[src/inc/ddce_pkg.sv]
// ddce_pkg: shared constants and carrier types of the drive command executor.
// assumes: a single 250 MHz clock domain and an Avalon-MM register slave.
`default_nettype none
package ddce_pkg;
  // register word offsets (byte addresses)
  localparam logic [7:0] REG_CMD     = 8'h00; // w: command code, r: status
  localparam logic [7:0] REG_PARAM   = 8'h04; // sector count, head, drive select
  localparam logic [7:0] REG_ERROR   = 8'h08; // r: error bits
  localparam logic [7:0] REG_DATA    = 8'h0C; // r: next data word (pio), w: buffer word
  localparam logic [7:0] REG_MEDIA   = 8'h10; // w: media-side event inputs
  localparam logic [7:0] REG_GEOM    = 8'h14; // r: stored geometry
  localparam logic [7:0] REG_BLKSZ   = 8'h18; // w: block size, 0 disables
  localparam logic [7:0] REG_DMA     = 8'h1C; // r: dma word, pops on read
  // command codes
  localparam logic [7:0] CMD_IDENT   = 8'hEC;
  localparam logic [7:0] CMD_IDLE    = 8'hE3;
  localparam logic [7:0] CMD_IDLE_IM = 8'hE1;
  localparam logic [7:0] CMD_GEOM    = 8'h91;
  localparam logic [3:0] CMD_RECAL   = 4'h1;  // upper nibble
  localparam logic [7:0] CMD_RDBUF   = 8'hE4;
  localparam logic [7:0] CMD_WRBUF   = 8'hE8;
  localparam logic [7:0] CMD_RDDMA   = 8'hC8;
  localparam logic [7:0] CMD_RDDMA_N = 8'hC9;
  localparam logic [7:0] CMD_RDLONG  = 8'h22;
  localparam logic [7:0] CMD_RDLNG_N = 8'h23;
  localparam logic [7:0] CMD_RDMULT  = 8'hC4;
  // status bit positions and error bit masks
  localparam int ST_BUSY = 7;
  localparam int ST_RDY  = 6;
  localparam int ST_DRQ  = 3;
  localparam int ST_ERR  = 0;
  localparam logic [7:0] ER_ABORT = 8'h04;
  localparam logic [7:0] ER_TNF   = 8'h10;
  localparam logic [7:0] ER_UNC   = 8'h40;
  localparam logic [7:0] ER_CORR  = 8'h01;
  // identify and buffer geometry
  localparam logic [15:0] BUF_TYPE      = 16'h0002;
  localparam logic [7:0]  SPACE_CODE    = 8'h20;
  localparam logic [8:0]  SECTOR_WORDS  = 9'd256;  // 512 bytes
  localparam logic [8:0]  CHECK_BYTES   = 9'd4;
  localparam logic [8:0]  SECCNT_ZERO   = 9'd256;
  localparam logic [15:0] IDLE_TICK_DIV = 16'd1000;
  localparam logic [15:0] SERIAL_NUM    = 16'h3137; // arbitrary serial digits "17"
  localparam logic [15:0] MODEL_NAME   = 16'h4444; // arbitrary model chars "DD"
  // media event word written by the drive mechanism model
  typedef struct packed {
    logic       seek_done;
    logic       seek_fail;
    logic       sector_ready;
    logic       corr_err;
    logic       unc_err;
  } ddce_media_type;
  // avalon-mm slave side
  typedef struct packed {
    logic [7:0]  address;
    logic        read;
    logic        write;
    logic [31:0] writedata;
  } ddce_avs_req_type;
  typedef enum logic [6:0] {
    S_IDLE  = 7'b0000001,
    S_FILL  = 7'b0000010,
    S_SEEK  = 7'b0000100,
    S_WAITS = 7'b0001000,
    S_XFER  = 7'b0010000,
    S_CHECK = 7'b0100000,
    S_DONE  = 7'b1000000
  } ddce_state_type;
endpackage
`default_nettype wire

[src/hw/ddce_core.sv]
// ddce_core: drive-side executor for identify, idle, geometry, recalibrate,
// buffer, dma, long and multiple reads; assumes a host on avalon-mm.
//
// The placing of the registers and the Avalon-MM interface to the registers were left to the implementer.
`timescale 1ns/100ps
`default_nettype none
module ddce_core (
  // clock and reset
  input  wire logic                      ref_clk,
  input  wire logic                      srst,
  // avalon-mm slave
  input  wire ddce_pkg::ddce_avs_req_type avs_req,
  output logic [31:0]                    avs_readdata,
  output logic                           avs_waitrequest,
  // drive pins
  output logic                           intrq,
  output logic                           dma_request_line,
  output logic                           spindle_on
);
  // module state except the buffer memory
  typedef struct packed {
    ddce_pkg::ddce_state_type st;
    logic [7:0]   cmd;
    logic [7:0]   status;
    logic [7:0]   error;
    logic [7:0]   sec_cnt;
    logic [3:0]   head;
    logic         drv;
    logic [7:0]   spt0, spt1;
    logic [3:0]   hm0, hm1;
    logic [4:0]   blk_size;
    logic [8:0]   left;      // sectors left
    logic [4:0]   in_blk;    // sectors left in block
    logic [8:0]   word;      // word index inside sector
    logic         stop_after;
    logic         irq;
    logic         spinning;
    logic         pdown_en;
    logic [15:0]  pdown_cnt;
    logic         ack;
    logic [31:0]  rdata;
  } ddce_core_state_type;

  ddce_core_state_type s_q, s_d;
  logic [15:0] buf_mem [0:255];
  logic [15:0] ident_word;
  logic        buf_we;
  logic [7:0]  buf_wa;
  logic [15:0] buf_wd;
  ddce_pkg::ddce_media_type media;
  logic        dma_mode, long_mode, mult_mode, data_phase;

  assign media = ddce_pkg::ddce_media_type'(avs_req.writedata[4:0]);
  assign dma_mode  = (s_q.cmd == ddce_pkg::CMD_RDDMA) || (s_q.cmd == ddce_pkg::CMD_RDDMA_N);
  assign long_mode = (s_q.cmd == ddce_pkg::CMD_RDLONG) || (s_q.cmd == ddce_pkg::CMD_RDLNG_N);
  assign mult_mode = (s_q.cmd == ddce_pkg::CMD_RDMULT);
  assign data_phase = (s_q.st == ddce_pkg::S_XFER) || (s_q.st == ddce_pkg::S_CHECK);

  // identify content by word index
  always_comb
  begin
    unique case (s_q.word[7:0])
      8'd1:    ident_word = 16'h0400;                   // cylinders
      8'd3:    ident_word = 16'h0010;                   // heads
      8'd6:    ident_word = {8'h00, s_q.spt0};         // sectors per track
      8'd19:   ident_word = ddce_pkg::SERIAL_NUM;      // last serial word
      8'd20:   ident_word = ddce_pkg::BUF_TYPE;
      8'd27:   ident_word = ddce_pkg::MODEL_NAME;      // first model word
      8'd51:   ident_word = 16'h0000;                   // pio mode 0 in 15-8
      8'd52:   ident_word = 16'h0000;                   // dma mode 0 in 15-8
      default:
      begin
        if ((s_q.word[7:0] >= 8'd10 && s_q.word[7:0] < 8'd19) ||
            (s_q.word[7:0] >= 8'd23 && s_q.word[7:0] < 8'd47))
          ident_word = {ddce_pkg::SPACE_CODE, ddce_pkg::SPACE_CODE};
        else
          ident_word = 16'h0000;
      end
    endcase
  end

  // buffer write port
  always_ff @(posedge ref_clk)
  begin
    if (buf_we)
      buf_mem[buf_wa] <= buf_wd;
  end

  // command sequencing and register bus
  always_comb
  begin
    s_d = s_q;
    buf_we = 1'b0;
    buf_wa = s_q.word[7:0];
    buf_wd = ident_word;
    s_d.ack = 1'b0;
    // status read releases the interrupt; a set further down still wins
    if (avs_req.read && !s_q.ack && avs_req.address == ddce_pkg::REG_CMD)
      s_d.irq = 1'b0;
    // power-down timer
    if (s_q.pdown_en && s_q.spinning)
    begin
      if (s_q.pdown_cnt == 16'h0000)
        s_d.spinning = 1'b0;
      else
        s_d.pdown_cnt = s_q.pdown_cnt - 16'd1;
    end
    unique case (s_q.st)
      ddce_pkg::S_IDLE: ;
      ddce_pkg::S_FILL:
      begin
        buf_we = 1'b1;
        s_d.word = s_q.word + 9'd1;
        if (s_q.word[7:0] == 8'hFF)
        begin
          s_d.word = 9'd0;
          s_d.status[ddce_pkg::ST_BUSY] = 1'b0;
          s_d.status[ddce_pkg::ST_DRQ] = 1'b1;
          s_d.irq = 1'b1;
          s_d.st = ddce_pkg::S_XFER;
        end
      end
      ddce_pkg::S_SEEK: ;                                 // waits for media word
      ddce_pkg::S_WAITS: ;                                // waits for sector_ready
      ddce_pkg::S_XFER, ddce_pkg::S_CHECK:
      begin
        if (dma_mode)
          s_d.status[ddce_pkg::ST_DRQ] = 1'b1;
      end
      ddce_pkg::S_DONE:
      begin
        s_d.status[ddce_pkg::ST_BUSY] = 1'b0;
        s_d.status[ddce_pkg::ST_DRQ]  = 1'b0;
        s_d.irq = 1'b1;
        s_d.st = ddce_pkg::S_IDLE;
      end
      default: s_d.st = ddce_pkg::S_IDLE;
    endcase

    if (avs_req.read && !s_q.ack)
    begin
      s_d.ack = 1'b1;
      s_d.rdata = 32'h0000_0000;
      unique case (avs_req.address)
        ddce_pkg::REG_CMD: s_d.rdata[7:0] = s_q.status;
        ddce_pkg::REG_ERROR: s_d.rdata[7:0] = s_q.error;
        ddce_pkg::REG_GEOM:
          s_d.rdata = {8'h00, s_q.hm1, s_q.spt1, s_q.hm0, s_q.spt0};
        ddce_pkg::REG_DATA, ddce_pkg::REG_DMA:
        begin
          if (data_phase && (dma_mode == (avs_req.address == ddce_pkg::REG_DMA)))
          begin
            if (s_q.st == ddce_pkg::S_CHECK)
              s_d.rdata[7:0] = buf_mem[s_q.word[7:0]][7:0]; // bytewide
            else
              s_d.rdata[15:0] = buf_mem[s_q.word[7:0]];
            s_d.word = s_q.word + 9'd1;
            if (s_q.st == ddce_pkg::S_CHECK && s_q.word == ddce_pkg::CHECK_BYTES - 9'd1)
              s_d.st = ddce_pkg::S_DONE;
            else if (s_q.st == ddce_pkg::S_XFER && s_q.word == ddce_pkg::SECTOR_WORDS - 9'd1)
            begin
              s_d.word = 9'd0;
              if (long_mode)
                s_d.st = ddce_pkg::S_CHECK;              // unchecked
              else if (s_q.cmd == ddce_pkg::CMD_IDENT || s_q.cmd == ddce_pkg::CMD_RDBUF ||
                       (!dma_mode && (s_q.left == 9'd1 ||
                                      (s_q.in_blk == 5'd1 && s_q.stop_after))))
              begin
                s_d.status[ddce_pkg::ST_DRQ] = 1'b0;     // pio end, no interrupt
                s_d.st = ddce_pkg::S_IDLE;
              end
              else if (s_q.left == 9'd1)
                s_d.st = ddce_pkg::S_DONE;
              else
              begin
                s_d.left = s_q.left - 9'd1;
                s_d.in_blk = (s_q.in_blk == 5'd1) ? s_q.blk_size : s_q.in_blk - 5'd1;
                s_d.status[ddce_pkg::ST_DRQ] = 1'b0;
                s_d.status[ddce_pkg::ST_BUSY] = 1'b1;
                s_d.st = ddce_pkg::S_WAITS;
              end
            end
          end
        end
        default: ;
      endcase
    end
    else if (avs_req.write && !s_q.ack)
    begin
      s_d.ack = 1'b1;
      unique case (avs_req.address)
        ddce_pkg::REG_PARAM:
        begin
          s_d.sec_cnt = avs_req.writedata[7:0];
          s_d.head    = avs_req.writedata[11:8];
          s_d.drv     = avs_req.writedata[12];
        end
        ddce_pkg::REG_BLKSZ: s_d.blk_size = avs_req.writedata[4:0];
        ddce_pkg::REG_DATA:
        begin
          if (s_q.cmd == ddce_pkg::CMD_WRBUF && s_q.status[ddce_pkg::ST_DRQ])
          begin
            buf_we = 1'b1;                               // same region
            buf_wd = avs_req.writedata[15:0];
            s_d.word = s_q.word + 9'd1;
            if (s_q.word[7:0] == 8'hFF)
            begin
              s_d.word = 9'd0;
              s_d.status[ddce_pkg::ST_DRQ] = 1'b0;
              s_d.irq = 1'b1;
            end
          end
        end
        ddce_pkg::REG_MEDIA:
        begin
          if (s_q.st == ddce_pkg::S_SEEK && (media.seek_done || media.seek_fail))
          begin
            if (media.seek_fail)
            begin
              s_d.error = ddce_pkg::ER_TNF;
              s_d.status[ddce_pkg::ST_ERR] = 1'b1;
            end
            s_d.st = ddce_pkg::S_DONE;                   // after seek only
          end
          else if (s_q.st == ddce_pkg::S_WAITS && media.sector_ready)
          begin
            s_d.status[ddce_pkg::ST_BUSY] = 1'b0;
            s_d.word = 9'd0;
            if (media.unc_err && dma_mode)
            begin
              s_d.error = ddce_pkg::ER_UNC;              // sector withheld
              s_d.status[ddce_pkg::ST_ERR] = 1'b1;
              s_d.st = ddce_pkg::S_DONE;
            end
            else
            begin
              s_d.status[ddce_pkg::ST_DRQ] = !dma_mode;
              s_d.st = ddce_pkg::S_XFER;
              if (!dma_mode && (!mult_mode || s_q.in_blk == s_q.blk_size))
                s_d.irq = 1'b1;                          // block start only
              if (mult_mode && (media.unc_err || media.corr_err))
              begin
                s_d.error = media.unc_err ? ddce_pkg::ER_UNC : ddce_pkg::ER_CORR;
                s_d.status[ddce_pkg::ST_ERR] = 1'b1;
                s_d.stop_after = s_q.stop_after | media.unc_err;
              end
              else if (media.unc_err && !long_mode)
              begin
                s_d.error = ddce_pkg::ER_UNC;
                s_d.status[ddce_pkg::ST_ERR] = 1'b1;
                s_d.left = 9'd1;                         // data pending, then end
              end
            end
          end
        end
        ddce_pkg::REG_CMD:
        begin
          if (s_q.st == ddce_pkg::S_IDLE)
          begin
            s_d.cmd = avs_req.writedata[7:0];
            s_d.error = 8'h00;
            s_d.status = 8'h00;
            s_d.status[ddce_pkg::ST_RDY] = 1'b1;
            s_d.status[ddce_pkg::ST_BUSY] = 1'b1;
            s_d.word = 9'd0;
            s_d.stop_after = 1'b0;
            s_d.left = (s_q.sec_cnt == 8'h00) ? ddce_pkg::SECCNT_ZERO
                                              : {1'b0, s_q.sec_cnt};
            s_d.st = ddce_pkg::S_DONE;
            if (avs_req.writedata[7:4] == ddce_pkg::CMD_RECAL)
              s_d.st = ddce_pkg::S_SEEK;
            else unique case (avs_req.writedata[7:0])
              ddce_pkg::CMD_IDENT: s_d.st = ddce_pkg::S_FILL;
              ddce_pkg::CMD_IDLE, ddce_pkg::CMD_IDLE_IM:
              begin
                s_d.spinning = 1'b1;                     // no spin-up if on
                if (avs_req.writedata[7:0] == ddce_pkg::CMD_IDLE)
                begin
                  s_d.pdown_en  = (s_q.sec_cnt != 8'h00);
                  s_d.pdown_cnt = 16'(s_q.sec_cnt) * ddce_pkg::IDLE_TICK_DIV;
                end
              end
              ddce_pkg::CMD_GEOM:
              begin
                if (s_q.drv)                             // unchecked
                begin
                  s_d.spt1 = s_q.sec_cnt;
                  s_d.hm1  = s_q.head;
                end
                else
                begin
                  s_d.spt0 = s_q.sec_cnt;
                  s_d.hm0  = s_q.head;
                end
              end
              ddce_pkg::CMD_RDBUF:
              begin
                s_d.status[ddce_pkg::ST_BUSY] = 1'b0;
                s_d.status[ddce_pkg::ST_DRQ] = 1'b1;
                s_d.irq = 1'b1;
                s_d.st = ddce_pkg::S_XFER;
              end
              ddce_pkg::CMD_WRBUF:
              begin
                s_d.status[ddce_pkg::ST_BUSY] = 1'b0;
                s_d.status[ddce_pkg::ST_DRQ] = 1'b1;
                s_d.st = ddce_pkg::S_IDLE;
              end
              ddce_pkg::CMD_RDDMA, ddce_pkg::CMD_RDDMA_N: s_d.st = ddce_pkg::S_WAITS;
              ddce_pkg::CMD_RDLONG, ddce_pkg::CMD_RDLNG_N:
              begin
                s_d.left = 9'd1;                         // single sector
                s_d.st = ddce_pkg::S_WAITS;
              end
              ddce_pkg::CMD_RDMULT:
              begin
                if (s_q.blk_size == 5'd0)
                begin
                  s_d.error = ddce_pkg::ER_ABORT;
                  s_d.status[ddce_pkg::ST_ERR] = 1'b1;
                end
                else
                begin
                  s_d.in_blk = s_q.blk_size;             // remainder last
                  s_d.st = ddce_pkg::S_WAITS;
                end
              end
              default:
              begin
                s_d.error = ddce_pkg::ER_ABORT;
                s_d.status[ddce_pkg::ST_ERR] = 1'b1;
              end
            endcase
          end
        end
        default: ;
      endcase
    end
  end

  // state register
  always_ff @(posedge ref_clk)
  begin
    if (srst)
    begin
      s_q <= '0;
      s_q.st <= ddce_pkg::S_IDLE;
      s_q.status <= 8'h40;
      s_q.blk_size <= 5'd0;
    end
    else
      s_q <= s_d;
  end

  // outputs
  assign avs_waitrequest  = (avs_req.read || avs_req.write) && !s_q.ack;
  assign avs_readdata     = s_q.rdata;
  assign intrq            = s_q.irq;
  assign dma_request_line = dma_mode && (s_q.st == ddce_pkg::S_XFER);
  assign spindle_on       = s_q.spinning;
endmodule // ddce_core
`default_nettype wire

[config.mk]
export PLATFORM = sky130hd
export DESIGN_NAME = ddce_core
export DESIGN_NICKNAME = d
export VERILOG_FILES = /design/src/inc/ddce_pkg.sv /design/src/hw/ddce_core.sv
export SDC_FILE = /design/constraint.sdc
export NUM_CORES = 2
export LEC_CHECK = 0
export BUFFER_PORTS_ARGS = -buffer_cell sky130_fd_sc_hd__buf_2
export CAP_MARGIN = 40
export CORE_AREA = 4 4 394 784
export CTS_CLUSTER_SIZE = 30
export DETAILED_ROUTE_END_ITERATION = 16
export DIE_AREA = 0 0 398 788
export PLACE_DENSITY = 0.7
export SLEW_MARGIN = 10
export SYNTH_ARGS = -nofsm -noshare
export SYNTH_HDL_FRONTEND = slang
export SYNTH_SLANG_ARGS = --single-unit
export TNS_END_PERCENT = 10
[constraint.sdc]
create_clock -name ref_clk -period 47.1 [get_ports ref_clk]
set_clock_uncertainty 0.05 [all_clocks]
set_input_delay 14.13 -clock ref_clk [delete_from_list [all_inputs] [get_ports ref_clk]]
set_output_delay 14.13 -clock ref_clk [all_outputs]
set_load 0.02 [all_outputs]
Yosys cells after proc, flatten, opt, wreduce, memory -nomap -nowiden
Memory sizes are Yosys's and may differ from the RTL's. A register that Yosys moved wholly into a read port is not among the register bits.
Cells that the tools add are included.
- register bits: 144
- bits in writable memories: 4096
- bits of input ports: 44
- output and inout port bits: 36
- word-level logic and storage cells: 319
- memories kept: 1
- memory list (name ; words ; width ; rd ports ; clocked after Yosys merged registers in ; wr ports ; RTL line ; RTL):
    buf_mem ; 256 ; 16 ; 1 ; 1 ; 1 ; ddce_core.sv:45 ; logic [15:0] buf_mem [0:255];
- add/sub/neg operators: 4
- multiply operators: 1
- magnitude comparators: 4
- eq/ne operators: 72
- muxes and demuxes: 145
- bitwise gates (word level): 4
- reduce and logical (&&, ||, !) cells: 65
- operators with widths (cell ; number):
    9-bit 2-to-1 mux ; 18
    8-bit == test, second input constant ; 16
    117-bit 2-to-1 mux ; 1
    23-bit 2-to-1 mux ; 5
    16-bit 2-to-1 mux ; 7
    7-bit 2-to-1 mux ; 15
    15-bit one-hot mux with 7 select lines ; 1
    24-bit 2-to-1 mux ; 4
    14-bit 2-to-1 mux ; 5
    8-bit by 5-bit == test with 1-bit output, second input constant ; 7
    9-bit one-hot mux with 2 select lines ; 3
    8-bit by 6-bit == test with 1-bit output, second input constant ; 6
    8-bit 2-to-1 mux ; 6
    1-bit 2-to-1 mux ; 47
    43-bit 2-to-1 mux ; 1
    19-bit 2-to-1 mux ; 2
    18-bit 2-to-1 mux ; 2
    7-bit one-hot mux with 5 select lines ; 1
    8-bit one-hot mux with 4 select lines ; 1
    31-bit 2-to-1 mux ; 1
    7-bit one-hot mux with 2 select lines ; 2
    7-bit AND reduction ; 4
    9-bit one-hot mux with 3 select lines ; 1
    5-bit 2-to-1 mux ; 5
    61 further kinds ; 134

Depth between registers and ports, before layout
- depth in word-level cells: 14
- gate-level depth with buffers: 16
- depth with buffers taken out: 16

Worst setup path after synthesis
No wires, ideal clock.
- kind: in2out
- from: in avs_req[32] in the netlist's numbering
- to: out avs_waitrequest
- arrival time: 14.446 ns
- data required time: 32.920 ns
- path slack: 18.474 ns
- cell stages on the path: 2
- path buffers: 0
- path through: nor2_1 nor2_1
- word-level cells in the longest chain between the ends: 2
- ends and longest elaborated chain (item ; RTL line ; RTL):
    start, declared ; ddce_core.sv:12 ; input wire ddce_pkg::ddce_avs_req_type avs_req,
    1-bit logical OR ; ddce_core.sv:356 ; assign avs_waitrequest = (avs_req.read || avs_req.write) && !s_q.ack;
    1-bit logical AND ; ddce_core.sv:356 ;
    end, declared ; ddce_core.sv:14 ; output logic avs_waitrequest,
No other way between the ends.

Worst setup path after layout
- from: in avs_req[33] in the netlist's numbering
- to: out avs_waitrequest
Same word-level chain as after synthesis.

==> summary.md <==
| Metric | Value |
|---|---|
| Clk_lat worst skew | approximately 0.93 ns |
| Vias post-DR | about 85000 |
| Final Cell Area | 0.185 mm² |
| TNS Setup | 0 ns |
| DRC errors left | 0 |
| Seq cells post-synth | between 4000 and 5000 |
| Crit path max fanout | 6 |
| Vias in the first global route | 86398 |
| Setup bufs post-CTS | 0 |
| Core ar. | between 0.3 and 0.4 mm² |
| Asr flop ratio synth | 0% |
| DR vias/cell | approximately 6.7 |
| Yosys top cell by area | edfxtp_1 |
| Critical Path End | avs_waitrequest |
| Cell Area, Synth | 0.166 mm² |
| I/O pin cnt | 80 |
| Pre-CTS setup slack | between 15 and 20 ns |
| Global-route wire length before repair | 650000 µm |
| Routed len/inst | ~36 µm |
| Worst Path Buf+Inv | 2 |
| CTS tree | yes |
| Routability cong. | around 0.92 |
| Worst path depth | 4 |
| Non-filler cells, final | approximately 13000 |
| Filler cell count | 20761 |
| Post-DP HPWL | slightly below 300000 µm |
| Die Ht | between 700 and 800 µm |
| Crit path DAT | 14.61 ns |
| Crit path required time | 32.92 ns |
| Pwr dens | between 30 and 40 mW/mm² |
| RSZ-0062 raised after global routing | no |
| Max VDD drop | between 0.02 and 0.03 mV |
| Reg-to-Reg Start | buf_wa[1] |
| Top cells by area, synth | edfxtp_1 (74%), mux4_2 (14%), dfxtp_1 (1.6%) |
| Post-route minimum period | ~29 ns |
| CTS clk-pin slew, worst paths | about 0.070 ns |
| Critical path capture point type | output pin |
| Starting DRT DRC Count | 10554 |
| IO Port Bufs | between 50 and 60 |
| Count of different cell masters after synthesis | about 100 |
| DRT Wirelength | 459000 µm |
| Post-route ant nets | 0 |
| Fraction of layout cells with a size suffix above 1 | about 25% |
| Hold WC Path Type | reg2reg |
| Initial antenna violation count | 24 |
| Fin nets | around 8600 |
| Max-Cap Viols | 0 |
| Slowest stage delay, CP | ~0.16 ns |
| Worst setup path start | avs_req[33] |
| Yosys synthesis warning count | 0 |
| Num CTS Buffers | 343 |
| R2R Path End | avs_readdata[6] |
| Chip width | 398 µm |
| Deepest clock path buffer count | 4 |
| Clock Sinks | between 4000 and 5000 |
| Initial Util | a little over half |
| Hold-fix buffers, CTS | 0 |
| Period utilization | about three fifths |
| Post-synth top flop | edfxtp_1 |
| Worst setup SP type | input pin |
| CP max-delay cell | buf_2 |
| Critical path class | in2out |
| Least-Margin Pin Slew | 1.24 ns |
| Final Hold Fails | 0 |
| Critical path's top delay family | buffers and inverters |
| FMAX | between 30 and 40 MHz |
| Post-synth top area share | about 74% |
| Register area share after synthesis | about 76% |
| Reg-to-reg slack, setup | 40.13 ns |
| PostCTS Resize Cnt | 0 |
| CP cell instances | buf_2 -> nor2_1 -> nor2_1 -> buf_2 |
| Cells after Synth | approximately 8000 |
| Root buffer cell | clkbuf_16 |
| P_leak | roughly 55 nW |
| Setup violators final | 0 |
| Rows | around 290 |
| First-pass DRT Iterations | 6 |
| Grt total ovfl | 0 |
| Worst-case reg-to-reg path depth | 11 |
| Status | finished, final reports clean |
| Largest net degree at the start of global routing | about 200 |
| Mean post-synth cell area | between 20 and 25 µm² |
| Area grow syn2layout | 11.5% |
| # placed instances | roughly 12000 |
| Worst relative slew slack | ~17% |
| DP Area | around 0.17 mm² |
| Hold Worst Slack | 0.401 ns |
| Number of synthesized flops with an enable pin | ~4100 |
| Worst Hold Launch | avs_readdata[22] |
| Htree depth | 5 |
| Max Slew Vio Count | 0 |
| GRT Total Usage | 29.4% |
| Setup WS post-layout | 18.31 ns |
| Die Area | 0.314 mm² |
==> worst min path at each step <==
stage	to	slack (ns)	cells after the start
4_1_cts	avs_readdata[21]	0.41	2
6_report	avs_readdata[22]	0.40	2
2_1_floorplan	avs_readdata[15]	0.38	2
5_1_grt	s_q[118]	0.42	2
3_5_place_dp	avs_readdata[21]	0.40	2
3_3_place_gp	s_q[118]	0.39	2
==> cell usage in the layout (no fill, tap or decap), drive strengths merged, types with 42 or more instances in the layout <==
master	Yosys	routed
inv	55	65
a22o	43	43
edfxtp	4096	4096
a21oi	202	202
mux2i	237	237
dfxtp	132	132
buf	317	573
o21ai	89	89
a22oi	218	218
nor2	399	399
mux4	1010	1010
clkinv	0	127
clkbuf	182	429
nor3	54	54
o22ai	42	42
nand2	284	284
ha	45	45
a221oi	64	64
nand3	116	116
==> power by group <==
part | internal (mW) | switching, mW
Clock | 1.58 | 1.32
Combinational | 0.0334 | 0.0945
Sequential | 4.06 | 0.00245
==> cell usage after synthesis, types with 7 or more instances <==
cell	instances
nand4_1	21
nand2_1	283
nor2b_1	18
buf_1	41
o2111ai_1	8
ha_1	45
o211ai_1	16
or4_1	9
mux4_2	1010
nand2b_1	18
o22ai_1	42
xor2_1	15
o2111a_1	18
nand4b_1	7
buf_6	20
edfxtp_1	4096
a31oi_1	25
nor2_1	398
buf_4	84
o21ai_1	10
mux2_2	41
a32oi_1	12
fa_1	21
a21o_1	9
a211oi_1	33
o31a_1	12
clkbuf_1	181
mux2i_1	237
o21ai_0	78
buf_2	172
o31ai_1	7
nand3_1	115
dfxtp_1	132
nor4_1	16
and3_1	13
a221oi_1	64
a22oi_1	218
a22o_1	43
nor3_1	52
xnor2_1	24
and2_1	9
inv_1	53
a21oi_1	202
==> routing by layer <==
metal  global-route usage [%]  share of wire [%]
met5                        0              0.023
met3                     5.15                8.4
met1                     34.1                 31
met4                     20.9                8.7
met2                     49.6                 51
==> metrics by stage <==
| step | power [mW] | util (%) |
|---|---|---|
| finish | 7.09 | 61.0 |
| global route | 7.27 | 61.0 |
| CTS | 7.11 | 60.9 |
| detailed placement | 4.26 | 57.2 |
| global placement | 4.26 | 56.9 |
| floorplan | 4.20 | - |
==> cell type report <==
class / instances / area, µm² / share of cell area, %
inverters: 55 / 208 / 0.112
repair buffers: 578 / 5020 / 2.72
clock inverters: 195 / 1980 / 1.07
multi-input cells: 3268 / 37800 / 20.4
diodes: 22 / 55.1 / 0.0298
well taps: 4032 / 5040 / 2.73
clock buffers: 425 / 9130 / 4.93
flip-flops and latches: 4228 / 126000 / 68.0
==> registers in the layout (all words and copies together) (netlist names) <==
register / flops
spindle_on: 1
avs_readdata: 24
intrq: 1
buf_mem: 4096
s_q: 98
buf_wa: 8
==> worst min-delay path, delay by kind of cell, from the launching register on <==
family,cells,cell delay (ns)
flip-flops,1,0.31
AND/OR/NAND/NOR,1,0.05
AO/OA/AOI/OAI,1,0.05
==> logic make-up after synthesis <==
kind of cell,share of synthesized area [%]
muxes,15.4
other,0.00226
DFF,75.7
adders and majority gates,0.593
buffers and inverters,1.66
AOI/OAI and AO/OA,3.61
xor gates and xnor gates,0.206
and+or+nand+nor,2.76
Power figures use the tool's default switching activity.
